<file path="src/shared/pulse_counter_pkg.sv">
/*
 Constants for the pulse counter: register byte offsets, field positions,
 reset values, modes and domain timing counts.
 Assumes a 32-bit classic Wishbone bus with byte addressing.
*/
package pulse_counter_pkg;
	// ********************************
	// Register byte offsets
	// ********************************
	localparam logic [7:0] ADR_CTRL = 8'h00;
	localparam logic [7:0] ADR_STATUS = 8'h08;
	localparam logic [7:0] ADR_CNT = 8'h0C;
	localparam logic [7:0] ADR_TOP = 8'h10;
	localparam logic [7:0] ADR_TOPB = 8'h14;
	localparam logic [7:0] ADR_IF = 8'h18;
	localparam logic [7:0] ADR_IFS = 8'h1C;
	localparam logic [7:0] ADR_IFC = 8'h20;
	localparam logic [7:0] ADR_IEN = 8'h24;
	localparam logic [7:0] ADR_SYNCBUSY = 8'h30;

	// ********************************
	// Field positions and reset values
	// ********************************
	localparam int CTRL_DIR_BIT = 2;
	localparam int CTRL_EDGE_BIT = 3;
	localparam int CTRL_FILTER_ENABLE_BIT = 4;
	localparam int CTRL_RST_BIT = 5;
	localparam logic [5:0] CTRL_RESET = 6'h00;
	localparam int FLAG_UNDER = 0;
	localparam int FLAG_OVER = 1;
	localparam int FLAG_DIRCHG = 2;
	localparam int BUSY_CTRL = 0;
	localparam int BUSY_TOP = 1;
	localparam logic [7:0] TOP_RESET = 8'hFF;
	localparam logic [7:0] CNT_RESET = 8'h00;

	// ********************************
	// Timing counts (in counter-domain ticks)
	// ********************************
	localparam logic [2:0] FILTER_ENABLE_SAMPLES = 3'h5;
	localparam logic [1:0] SYNC_TICKS = 2'h2;

	typedef enum logic [1:0] {
		MODE_OFF = 2'h0,
		MODE_OVS = 2'h1,
		MODE_PIN_SINGLE = 2'h2,
		MODE_PIN_QUAD = 2'h3
	} mode_t;
endpackage : pulse_counter_pkg

</file>
<file path="src/design/bit_sync.sv">
/*
 Two-flip-flop synchroniser for the three external levels.
 Assumes the inputs are asynchronous to clk.
*/
`timescale 1ns/10ps
module bit_sync (
	// Clock and reset
	input wire logic clk,
	input wire logic rst_n,
	// Levels
	input wire logic [2:0] din,
	output logic [2:0] dout
);
	logic [2:0] meta_q;

	always_ff @(posedge clk or negedge rst_n) begin
		if (!rst_n) begin
			meta_q <= 3'h0;
			dout <= 3'h0;
		end else begin
			meta_q <= din;
			dout <= meta_q;
		end
	end
endmodule : bit_sync

</file>
<file path="src/design/input_filter.sv">
/*
 Pulse width filter: passes a new level only once it has been seen on
 a fixed number of consecutive sampling ticks; transparent when disabled.
 Assumes din is already synchronised to clk.
*/
`timescale 1ns/10ps
module input_filter (
	// Clock and reset
	input wire logic clk,
	input wire logic rst_n,
	// Sampling
	input wire logic tick,
	input wire logic enable,
	input wire logic din,
	output logic dout
);
	logic [2:0] stable_q;

	always_ff @(posedge clk or negedge rst_n) begin
		if (!rst_n) begin
			stable_q <= 3'h0;
			dout <= 1'b0;
		end else if (tick) begin
			if (!enable || din == dout) begin
				stable_q <= 3'h0;
				dout <= din;
			end else if (stable_q == pulse_counter_pkg::FILTER_ENABLE_SAMPLES - 3'h1) begin
				stable_q <= 3'h0;
				dout <= din;
			end else begin
				stable_q <= stable_q + 3'h1;
			end
		end
	end
endmodule : input_filter

</file>
<file path="src/design/pulse_counter.sv">
/*
 Eight-bit up/down pulse counter with reload value, oversampled and
 pin-clocked single-input modes and a quadrature decoder, with a
 Wishbone register slave and one interrupt line.
 Assumes the low-frequency clock and both pins are asynchronous levels
 far slower than clk, which samples them and finds their edges.
*/
`timescale 1ns/10ps

// Functional notes
// - three modes, entered and left via mode field
// - eight-bit up/down counter with top reload
// - oversampled mode samples primary on slow clock
// - single modes count up, down when selected
// - single modes raise only underflow and overflow
// - pin single counts primary rising edges only
// - filter needs five stable samples, oversampled only
// - quadrature samples secondary on both primary edges
// - edge patterns 01/10 and 00/11 both count, in opposite directions
// - primary leading is clockwise; polarity bit inverts
// - direction readable; change raises direction flag
// - domain writes apply after two domain ticks
// - domain reset holds, releases two ticks later
// - slow clock default, primary pin alternative
// - polarity bit picks counted edge when oversampled
// - all flags share one interrupt line
// - down at zero sets underflow, loads top
// - up at top sets overflow, loads zero
// - no event network signals
// - mode codes 0 off, 1 oversampled, 2 pin single, 3 quadrature
module pulse_counter (
	// Clock and reset
	input wire logic clk,
	input wire logic rst_n,
	// Wishbone slave
	input wire logic cyc_i,
	input wire logic stb_i,
	input wire logic we_i,
	input wire logic [7:0] adr_i,
	input wire logic [3:0] sel_i,
	input wire logic [31:0] dat_i,
	output logic [31:0] dat_o,
	output logic ack_o,
	// Counting clock and pins
	input wire logic lowFreqClock,
	input wire logic primaryInput,
	input wire logic secondaryInput,
	// Interrupt
	output logic counterIrqLine
);
	// ********************************
	// Input sampling and edges
	// ********************************
	logic [2:0] pinsS;
	logic lfS;
	logic s0S;
	logic s1S;
	logic lfPrev_q;
	logic s0Prev_q;
	logic lfTick;
	logic s0Rise;
	logic s0Fall;

	// Only level pins come in; nothing reaches an event network
	bit_sync u_sync (
		.clk(clk),
		.rst_n(rst_n),
		.din({lowFreqClock, primaryInput, secondaryInput}),
		.dout(pinsS)
	);
	assign lfS = pinsS[2];
	assign s0S = pinsS[1];
	assign s1S = pinsS[0];

	always_ff @(posedge clk or negedge rst_n) begin
		if (!rst_n) begin
			lfPrev_q <= 1'b0;
			s0Prev_q <= 1'b0;
		end else begin
			lfPrev_q <= lfS;
			s0Prev_q <= s0S;
		end
	end

	assign lfTick = lfS & ~lfPrev_q;
	assign s0Rise = s0S & ~s0Prev_q;
	assign s0Fall = ~s0S & s0Prev_q;

	// ********************************
	// Register state
	// ********************************
	logic [5:0] ctrl_q;
	logic [5:0] ctrlDom_q;
	logic [7:0] topBuf_q;
	logic [7:0] top_q;
	logic [7:0] cnt_q;
	logic [2:0] flags_q;
	logic [2:0] flagEn_q;
	logic quadDir_q;
	logic [1:0] relCnt_q;
	logic ack_q;
	logic [31:0] dat_q;
	logic access;
	logic wrEn;
	logic [1:0] wrChan;
	logic [1:0] applyChan;
	logic busy_q [2];
	logic [1:0] syncCnt_q [2];
	logic pinSrc;
	logic domainTick;
	logic held;
	pulse_counter_pkg::mode_t mode;

	// ********************************
	// Wishbone slave
	// ********************************
	// Ack one cycle after the request; the write lands on the ack edge
	assign access = cyc_i & stb_i & ack_q;
	assign wrEn = access & we_i & sel_i[0];
	assign wrChan[pulse_counter_pkg::BUSY_CTRL] = wrEn & (adr_i == pulse_counter_pkg::ADR_CTRL);
	assign wrChan[pulse_counter_pkg::BUSY_TOP] = wrEn & (adr_i == pulse_counter_pkg::ADR_TOPB);
	assign ack_o = ack_q;
	assign dat_o = dat_q;

	always_ff @(posedge clk or negedge rst_n) begin
		if (!rst_n) begin
			ack_q <= 1'b0;
		end else begin
			ack_q <= cyc_i & stb_i & ~ack_q;
		end
	end

	always_ff @(posedge clk or negedge rst_n) begin
		if (!rst_n) begin
			dat_q <= 32'h0;
		end else if (cyc_i & stb_i & ~ack_q & ~we_i) begin
			case (adr_i)
				pulse_counter_pkg::ADR_CTRL: dat_q <= {26'h0, ctrl_q};
				pulse_counter_pkg::ADR_STATUS: dat_q <= {31'h0, quadDir_q};
				pulse_counter_pkg::ADR_CNT: dat_q <= {24'h0, cnt_q};
				pulse_counter_pkg::ADR_TOP: dat_q <= {24'h0, top_q};
				pulse_counter_pkg::ADR_TOPB: dat_q <= {24'h0, topBuf_q};
				pulse_counter_pkg::ADR_IF: dat_q <= {29'h0, flags_q};
				pulse_counter_pkg::ADR_IEN: dat_q <= {29'h0, flagEn_q};
				pulse_counter_pkg::ADR_SYNCBUSY: dat_q <= {30'h0, busy_q[1], busy_q[0]};
				default: dat_q <= 32'h0;
			endcase
		end
	end

	always_ff @(posedge clk or negedge rst_n) begin
		if (!rst_n) begin
			ctrl_q <= pulse_counter_pkg::CTRL_RESET;
			topBuf_q <= pulse_counter_pkg::TOP_RESET;
			flagEn_q <= 3'h0;
		end else begin
			if (wrChan[pulse_counter_pkg::BUSY_CTRL]) begin
				ctrl_q <= dat_i[5:0];
			end
			if (wrChan[pulse_counter_pkg::BUSY_TOP]) begin
				topBuf_q <= dat_i[7:0];
			end
			if (wrEn && adr_i == pulse_counter_pkg::ADR_IEN) begin
				flagEn_q <= dat_i[2:0];
			end
		end
	end

	// ********************************
	// Counter domain clocking and write sync
	// ********************************
	// The domain ticks on the pin in the pin modes, else on the slow clock
	assign pinSrc = ctrl_q[1];
	assign domainTick = pinSrc ? s0Rise : lfTick;

	// A write may not reach the domain before its second tick; a tick-stalled pin keeps it busy
	for (genvar i = 0; i < 2; i++) begin : g_sync
		always_ff @(posedge clk or negedge rst_n) begin
			if (!rst_n) begin
				busy_q[i] <= 1'b0;
				syncCnt_q[i] <= 2'h0;
			end else if (wrChan[i]) begin
				busy_q[i] <= 1'b1;
				syncCnt_q[i] <= 2'h0;
			end else if (busy_q[i] && domainTick) begin
				busy_q[i] <= (syncCnt_q[i] != pulse_counter_pkg::SYNC_TICKS - 2'h1);
				syncCnt_q[i] <= syncCnt_q[i] + 2'h1;
			end
		end
		assign applyChan[i] = busy_q[i] & domainTick & ~wrChan[i]
			& (syncCnt_q[i] == pulse_counter_pkg::SYNC_TICKS - 2'h1);
	end

	// Domain control keeps its last value across a domain reset so that
	// a mode written while reset is held still arrives
	always_ff @(posedge clk or negedge rst_n) begin
		if (!rst_n) begin
			ctrlDom_q <= pulse_counter_pkg::CTRL_RESET;
		end else if (applyChan[pulse_counter_pkg::BUSY_CTRL]) begin
			ctrlDom_q <= ctrl_q;
		end
	end
	assign mode = pulse_counter_pkg::mode_t'(ctrlDom_q[1:0]);

	// Held at once by the bit; released on the second domain tick after it clears
	always_ff @(posedge clk or negedge rst_n) begin
		if (!rst_n) begin
			relCnt_q <= pulse_counter_pkg::SYNC_TICKS;
		end else if (ctrl_q[pulse_counter_pkg::CTRL_RST_BIT]) begin
			relCnt_q <= 2'h0;
		end else if (domainTick && relCnt_q != pulse_counter_pkg::SYNC_TICKS) begin
			relCnt_q <= relCnt_q + 2'h1;
		end
	end
	assign held = ctrl_q[pulse_counter_pkg::CTRL_RST_BIT] | (relCnt_q != pulse_counter_pkg::SYNC_TICKS);

	always_ff @(posedge clk or negedge rst_n) begin
		if (!rst_n) begin
			top_q <= pulse_counter_pkg::TOP_RESET;
		end else if (held) begin
			top_q <= pulse_counter_pkg::TOP_RESET;
		end else if (applyChan[pulse_counter_pkg::BUSY_TOP]) begin
			top_q <= topBuf_q;
		end
	end

	// ********************************
	// Oversampled input path
	// ********************************
	logic filtLevel;
	logic ovsPrev_q;
	logic ovsEdge;

	input_filter u_filter_enable (
		.clk(clk),
		.rst_n(rst_n),
		.tick(lfTick),
		.enable(ctrlDom_q[pulse_counter_pkg::CTRL_FILTER_ENABLE_BIT] && mode == pulse_counter_pkg::MODE_OVS),
		.din(s0S),
		.dout(filtLevel)
	);

	always_ff @(posedge clk or negedge rst_n) begin
		if (!rst_n) begin
			ovsPrev_q <= 1'b0;
		end else if (lfTick) begin
			ovsPrev_q <= filtLevel;
		end
	end
	assign ovsEdge = lfTick & (ctrlDom_q[pulse_counter_pkg::CTRL_EDGE_BIT]
		? (ovsPrev_q & ~filtLevel) : (~ovsPrev_q & filtLevel));

	// ********************************
	// Quadrature decode
	// ********************************
	logic patHi;
	logic patLo;
	logic quadEn;
	logic newDir;

	// Secondary level at each primary edge gives the phase relation
	assign patHi = (s0Rise & s1S) | (s0Fall & ~s1S);
	assign patLo = (s0Rise & ~s1S) | (s0Fall & s1S);
	assign quadEn = patHi ^ patLo;
	assign newDir = (patHi & ~patLo) ^ ctrlDom_q[pulse_counter_pkg::CTRL_EDGE_BIT];

	// ********************************
	// Counting
	// ********************************
	logic stepEn;
	logic stepDown;
	logic dirChg;
	logic underEv;
	logic overEv;

	always_comb begin
		stepEn = 1'b0;
		stepDown = ctrlDom_q[pulse_counter_pkg::CTRL_DIR_BIT];
		dirChg = 1'b0;
		case (mode)
			pulse_counter_pkg::MODE_OVS: stepEn = ovsEdge;
			pulse_counter_pkg::MODE_PIN_SINGLE: stepEn = s0Rise;
			pulse_counter_pkg::MODE_PIN_QUAD: begin
				stepEn = quadEn;
				stepDown = newDir;
				dirChg = quadEn & (newDir != quadDir_q);
			end
			default: stepEn = 1'b0;
		endcase
		if (held) begin
			stepEn = 1'b0;
			dirChg = 1'b0;
		end
	end

	assign underEv = stepEn & stepDown & (cnt_q == 8'h00);
	assign overEv = stepEn & ~stepDown & (cnt_q == top_q);

	always_ff @(posedge clk or negedge rst_n) begin
		if (!rst_n) begin
			cnt_q <= pulse_counter_pkg::CNT_RESET;
		end else if (held) begin
			cnt_q <= pulse_counter_pkg::CNT_RESET;
		end else if (underEv) begin
			cnt_q <= top_q;
		end else if (overEv) begin
			cnt_q <= 8'h00;
		end else if (stepEn) begin
			cnt_q <= stepDown ? cnt_q - 8'h01 : cnt_q + 8'h01;
		end
	end

	always_ff @(posedge clk or negedge rst_n) begin
		if (!rst_n) begin
			quadDir_q <= 1'b0;
		end else if (held) begin
			quadDir_q <= 1'b0;
		end else if (mode == pulse_counter_pkg::MODE_PIN_QUAD && quadEn) begin
			quadDir_q <= newDir;
		end
	end

	// ********************************
	// Flags and interrupt line
	// ********************************
	logic [2:0] evSet;
	logic [2:0] swSet;
	logic [2:0] swClr;

	assign evSet = {dirChg, overEv, underEv};
	assign swSet = (wrEn && adr_i == pulse_counter_pkg::ADR_IFS) ? dat_i[2:0] : 3'h0;
	assign swClr = (wrEn && adr_i == pulse_counter_pkg::ADR_IFC) ? dat_i[2:0] : 3'h0;

	// Hardware set wins over a clear in the same cycle
	always_ff @(posedge clk or negedge rst_n) begin
		if (!rst_n) begin
			flags_q <= 3'h0;
		end else begin
			flags_q <= (flags_q & ~swClr) | swSet | evSet;
		end
	end
	assign counterIrqLine = |(flags_q & flagEn_q);
endmodule : pulse_counter

</file>
<file path="config.mk">
export PLATFORM = sky130hd
export DESIGN_NAME = pulse_counter
export DESIGN_NICKNAME = d
export VERILOG_FILES = /design/src/shared/pulse_counter_pkg.sv /design/src/design/bit_sync.sv /design/src/design/input_filter.sv /design/src/design/pulse_counter.sv
export SDC_FILE = /design/constraint.sdc
export NUM_CORES = 1
export LEC_CHECK = 0
export ABC_AREA = 1
export BUFFER_PORTS_ARGS = -buffer_cell sky130_fd_sc_hd__buf_2
export CORE_MARGIN = 2
export CORE_UTILIZATION = 52
export CTS_BUF_LIST = sky130_fd_sc_hd__clkbuf_4
export CTS_CLUSTER_DIAMETER = 60
export CTS_CLUSTER_SIZE = 16
export DETAILED_ROUTE_END_ITERATION = 12
export PLACE_DENSITY = 0.76
export SYNTH_ARGS = -nofsm -noshare
export SYNTH_HDL_FRONTEND = slang
export SYNTH_SLANG_ARGS = --single-unit
</file>
<file path="constraint.sdc">
create_clock -name clk -period 3 [get_ports clk]
set_input_delay 0.15 -clock clk [delete_from_list [all_inputs] [get_ports clk]]
set_output_delay 0.15 -clock clk [all_outputs]
set_load 0.02 [all_outputs]
</file>
# [After elaboration in Yosys (flattened, before gate mapping)]
# Cells that the tools add are included.
# Widths: inputs -> output; s select.
[op_classes] add_sub_neg=6 order_cmp=0 n_eq_ne=21 shifts=0 div_mod_pow=0 reduce_logical=21 n_bitwise=52 n_mul=0 n_mux=33
[ops] operator="$pmux 8 s8" n=1
[ops] operator="$mux 8" n=7
[ops] operator="$eq 8x5->1 const B" n=4
[ops] operator="$and 1x1->1" n=30
[ops] operator="$eq 8x6->1 const B" n=3
[ops] operator="$eq 8x4->1 const B" n=2
[ops] operator="$logic_not 8->1" n=2
[ops] operator="$mux 1" n=14
[ops] operator="$mux 2" n=6
[ops] operator="$mux 3" n=4
[ops] operator="$not 1->1" n=12
[ops] operator="$reduce_bool 2->1" n=6
[ops] operator="$add 8x1->8 const B" n=1
[ops] operator="$eq 8x8->1" n=1
[ops] operator="$logic_and 1x1->1" n=8
[ops] operator="$sub 8x1->8 const B" n=1
[ops] operator="$add 2x1->2 const B" n=3
[ops] operator="$and 3x3->3" n=2
[ops] operator="$eq 2x1->1 const B" n=3
[ops] operator="$or 3x3->3" n=2
[ops] operator="$eq 2x2->1 const B" n=2
[ops] operator="$ne 2x1->1 const B" n=2
[ops] operator="$reduce_bool 4->1" n=1
[ops] operator="$add 3x1->3 const B" n=1
[ops] operator="other kinds (12)" n=15
[totals] reg_bits=96 out_inout_bits=34 romBits=0 elab_cells=155 ramBits=0 memories=0 latchBits=0 input_bits=52

# [Depth between registers and ports, before layout]
[depth] word_depth=14 ltp_mapped=20 depth_no_buf=20

# [Modules after synthesis]
# From an unflattened synthesis, not the netlist that was laid out.
[hier_totals] hier_cells=536 area_unflattened_um2=4220.3
[modules_own_cells] module="pulse_counter" cells_each=503 n_inst=1 seq_area_each_um2=1572.8 area_each_um2=3838.7
[modules_own_cells] module="input_filter" cells_each=27 n_inst=1 seq_area_each_um2=100.1 area_each_um2=231.5
[modules_own_cells] module="bit_sync" cells_each=6 n_inst=1 seq_area_each_um2=150.1 area_each_um2=150.1

# [Worst setup path before layout]
# OpenSTA, ideal clock, no wires.
[synth_timing] kind="reg2reg" startpoint="reg u_sync.dout[1]" endpoint="reg cnt_q[5]" setup_ps=116 path_stages_with_launch=16 setup_slack_ps=661 required_ps=2884 n_path_buf=0 arrival_time_ps=2223 synth_period_minus_slack_ps=2339 cell_sequence="dfrtp_1 > ha_1 > nor2_1 > nand2_1 > nand2_1 > nand2_1 > nand3_1 > nand2_2 > ha_1 > a21oi_1 > nand2_1 > a31oi_1 > xor2_1 > o21ai_0 > nand2_1 > nand2_1"
[synth_between] elab_chain_cells=14 word_cells_on_any_way=27 classes_between="8 x mux; 18 x bitwise; 1 x reduce/logical"
[synth_lines] item="start, declared" line_no="bit_sync.sv:12" rtl="output logic [2:0] dout"
[synth_lines] item="start signal, assigned" line_no="bit_sync.sv:22" rtl="dout <= meta_q;"
[synth_lines] item="$not 1->1" line_no="pulse_counter.sv:87" rtl="assign s0Fall = ~s0S & s0Prev_q;"
[synth_lines] item="$and 1x1->1" line_no="pulse_counter.sv:87"
[synth_lines] item="$and 1x1->1" line_no="pulse_counter.sv:263" rtl="assign patLo = (s0Rise & ~s1S) | (s0Fall & s1S);"
[synth_lines] item="$or 1x1->1" line_no="pulse_counter.sv:263"
[synth_lines] item="$not 1->1" line_no="pulse_counter.sv:265" rtl="assign newDir = (patHi & ~patLo) ^ ctrlDom_q[pulse_counter_pkg::CTRL_EDGE_BIT];"
[synth_lines] item="$and 1x1->1" line_no="pulse_counter.sv:265"
[synth_lines] item="$xor 1x1->1" line_no="pulse_counter.sv:265"
[synth_lines] item="$mux 1" line_no="pulse_counter.sv:280" rtl="case (mode)"
[synth_lines] item="$not 1->1" line_no="pulse_counter.sv:297" rtl="assign overEv = stepEn & ~stepDown & (cnt_q == top_q);"
[synth_lines] item="$and 1x1->1 (2 in a row)" line_no="pulse_counter.sv:297"
[synth_lines] item="$mux 8" line_no="pulse_counter.sv:306" rtl="end else if (overEv) begin"
[synth_lines] item="$mux 8" line_no="pulse_counter.sv:304" rtl="end else if (underEv) begin"
[synth_lines] item="$mux 8" line_no="pulse_counter.sv:302" rtl="end else if (held) begin"
[synth_lines] item="end signal, assigned" line_no="pulse_counter.sv:301" rtl="cnt_q <= pulse_counter_pkg::CNT_RESET;"
[synth_lines] item="end signal, assigned" line_no="pulse_counter.sv:303" rtl="cnt_q <= pulse_counter_pkg::CNT_RESET;"
[synth_lines] item="end signal, assigned" line_no="pulse_counter.sv:305" rtl="cnt_q <= top_q;"
[synth_lines] item="end, declared" line_no="pulse_counter.sv:96" rtl="logic [7:0] cnt_q;"
# Several ways; a longest one is shown, not always the timed one. The select of a mux whose other input is x is not followed.
# A chain may end at the register's enable or synchronous reset.

# [Final worst setup path]
[layout_timing] startpoint="reg u_sync.dout[1]" endpoint="reg cnt_q[4]"
# The elaborated chain is that of the path after synthesis.

==> out/metrics.yaml <==
status: "finished, final reports clean"
n_antenna_cell: 0
fp-row-count: 32
gp_congestion: 0.918
critPathCaptureType: "flip-flop"
dp_hpwl_mm: 6.85
setup_tns_ns: 0
finalPower_uw: 2510
ys_seq_area_share_pct: 43.4
drt-total-wl_mm: 8.93
yosys_warnings: 0
arrival_ns: 2.96
final_hold_viol_count: 0
hold_end: "ack_o$_DFF_PN0_"
fin_worst_skew_ns: 0.0163
crit_required_ns: 3.31
grt_pass1_wl_mm: 14.9
syn_inst: 533
synth.top_cell.area_share_pct: 32.8
io_pins: 86
ant_nets: 0
cts.clk_slew.worst_paths_ns: 0.12
path_class: "flip-flop to flip-flop"
syn_avg_cell_area_um2: 7.88
async_flop_share_pct: 100
numPortBuffers: 34
synth_edf_count: 0
holdCritStartpoint: "stb_i"
die_area_mm2: 0.00881
finalNetCount: 648
synth_ff_type: "dfrtp_1"
synth.area.top_cells: "dfrtp_1 33%, nand2_1 12%, dfstp_2 11%"
holdWs_ns: 0.0161
drv_slew: 0
area_growth_pct: 9.27
grt_usage_pct: 21.7
netlist_area_mm2: 0.00420
routedWlPerCell_um: 13.0
max_cap_violations: 0
drc: 0
max-slew-margin-rel_pct: 48.7
worst_r2r_endpoint: "cnt_q[4]$_DFFE_PN0P_"
reg2reg_from: "u_sync.dout[1]$_DFF_PN0_"
cts_root_buffer: "clkbuf_4"
antenna_found_initial: 0
fp.dieW_um: 93.9
clk_latency_ns: 0.42
ys_seq_elements: 72
vias: 3608
grt_overflow: 0
vdd_ir_drop_max_mv: 0.473
synth_commonest_cells: "134 x nand2_1, 74 x inv_1, 55 x dfrtp_1"
synth.most_common_cell: "nand2_1"
startpoint_type: "flip-flop"
cts_inserted_buffers: 9
holdCritPathClass: "input port to flip-flop"
rsz0062_at_grt: "false"
drtPass1Iterations: 5
post_cts_buffers: 0
dieHeight_um: 93.9
r2r_cells: 15
avgViaCountPerCell: 5.24
p_leak_uw: 0.00233
synth_largest_area_cell: "dfrtp_1"
cellPowerDensity_mw_per_mm2: 547
start_util_pct: 54.1
finalSetupViolCount: 0
rrSetupSlack_ns: 0.35
drtIter0Drc: 191
worst_slew_pin_slew_ns: 0.767
drive_gt1_share_pct: 15.5
clk_path_buf_depth: 2
max_freq_mhz: 377
coreArea_mm2: 0.00777
synth.distinct_cells: 42
grt_max_degree: 30
cts-htree-levels: 3
holdBufCountCts: 9
cts_tree: "built"
grt_pass1_vias: 3293
numClockSinks: 72
finalCritPeriodShare_pct: 88.4
ctsResizeCount: 0
crit_fanout: 8
hold_depth: 3
fin_crit_ns: 2.65
[stage by stage]
step	instance area [um2]	cells	utilization [%]	worst slack [ns]
final	4590	689	59.1	0.349
after global routing	4590	689	59.1	0.0537
after CTS	4590	689	59.1	0.324
after detailed placement	4380	664	56.4	0.363
after global placement	4380	664	56.4	0.441
after floorplan	4290	556	-	0.661
[cells by family after synthesis]
kind of cell	share of synthesized area, %
other cells	0.0893
xor+xnor	2.09
flops	43.4
mux	0.268
buf+inv	12.2
fa+ha+maj	4.35
simple gates	24.9
compound gates	12.7
[critical path: stages (launching register included)]
cell     delay, ns
dfrtp_1       0.44
ha_1          0.24
nor2_1        0.11
nand2_1       0.08
nand2_1       0.08
nand2_1       0.07
nand3_1       0.15
nand2_2       0.17
ha_1          0.41
nand2_1       0.10
nand2_1       0.07
a31oi_1       0.21
xor2_1        0.18
nor2_1        0.06
o21ai_1       0.13
nand2_1       0.06
[how the worst max path moves through the flow]
stage          slack, ns              endpoint                     start  cells after the start
2_1_floorplan       0.66  cnt_q[5]$_DFFE_PN0P_  u_sync.dout[1]$_DFF_PN0_                     15
3_3_place_gp        0.44  cnt_q[5]$_DFFE_PN0P_  u_sync.dout[1]$_DFF_PN0_                     15
3_5_place_dp        0.36  cnt_q[4]$_DFFE_PN0P_  u_sync.dout[1]$_DFF_PN0_                     16
4_1_cts             0.32  cnt_q[4]$_DFFE_PN0P_  u_sync.dout[1]$_DFF_PN0_                     15
5_1_grt             0.05  cnt_q[7]$_DFFE_PN0P_  u_sync.dout[1]$_DFF_PN0_                     20
6_report            0.35  cnt_q[4]$_DFFE_PN0P_  u_sync.dout[1]$_DFF_PN0_                     15
[where the power goes]
group	switching [uW]	leakage, uW	internal (uW)
combinational	511	0.00138	267
sequential	79.6	0.000890	1110
clock	359	0.0000684	183
total	950	0.00233	1560
[cells in the final DEF (no fill, tap or decap), types with 4 or more instances in the layout]
master         count
dlygate4sd3_1      9
xnor2_1            4
dfstp_2           17
nor3_1             4
buf_2             34
o21ai_1           14
ha_1              13
a21oi_1           18
inv_1             74
xor2_1             6
o21ai_0           46
nor2_1            35
clkbuf_4          10
nand2_1          134
nand3_1           32
nand4_1            6
a31oi_1            4
o22ai_1            6
conb_1            24
dfrtp_1           55
[layout make-up]
type                       instances  area [um2]
tap                              102         128
clock inverter                     6        43.8
fill                             713        3180
multi-input combinational        376        1950
sequential                        72        1820
clock buffer                      10        75.1
inverter                          78         293
timing repair buffer              45         275
[flip-flops by register name (all words and copies together), names as in the netlist]
name / count
u_sync.meta_q: 3
top_q: 8
busy_q: 2
lfPrev_q: 1
ctrl_q: 6
u_sync.dout: 3
relCnt_q: 2
flagEn_q: 3
syncCnt_q: 4
cnt_q: 8
s0Prev_q: 1
topBuf_q: 8
u_filter_enable.stable_q: 3
u_filter_enable.dout: 1
dat_o: 8
quadDir_q: 1
flags_q: 3
ovsPrev_q: 1
ctrlDom_q: 5
ack_o: 1
[layer usage]
metal  share of wire, %  vias to the layer above  track usage [%]  routed length (um)
li1                   -                     1781                -                   -
met1                 44                     1695             29.1                3970
met2                 47                      115             35.2                4190
met3                6.6                       17             4.49                 587
met4                2.1                        0             7.00                 187
met5                  0                        -                0                   0
No activity file was read; power rests on OpenSTA's default activity.
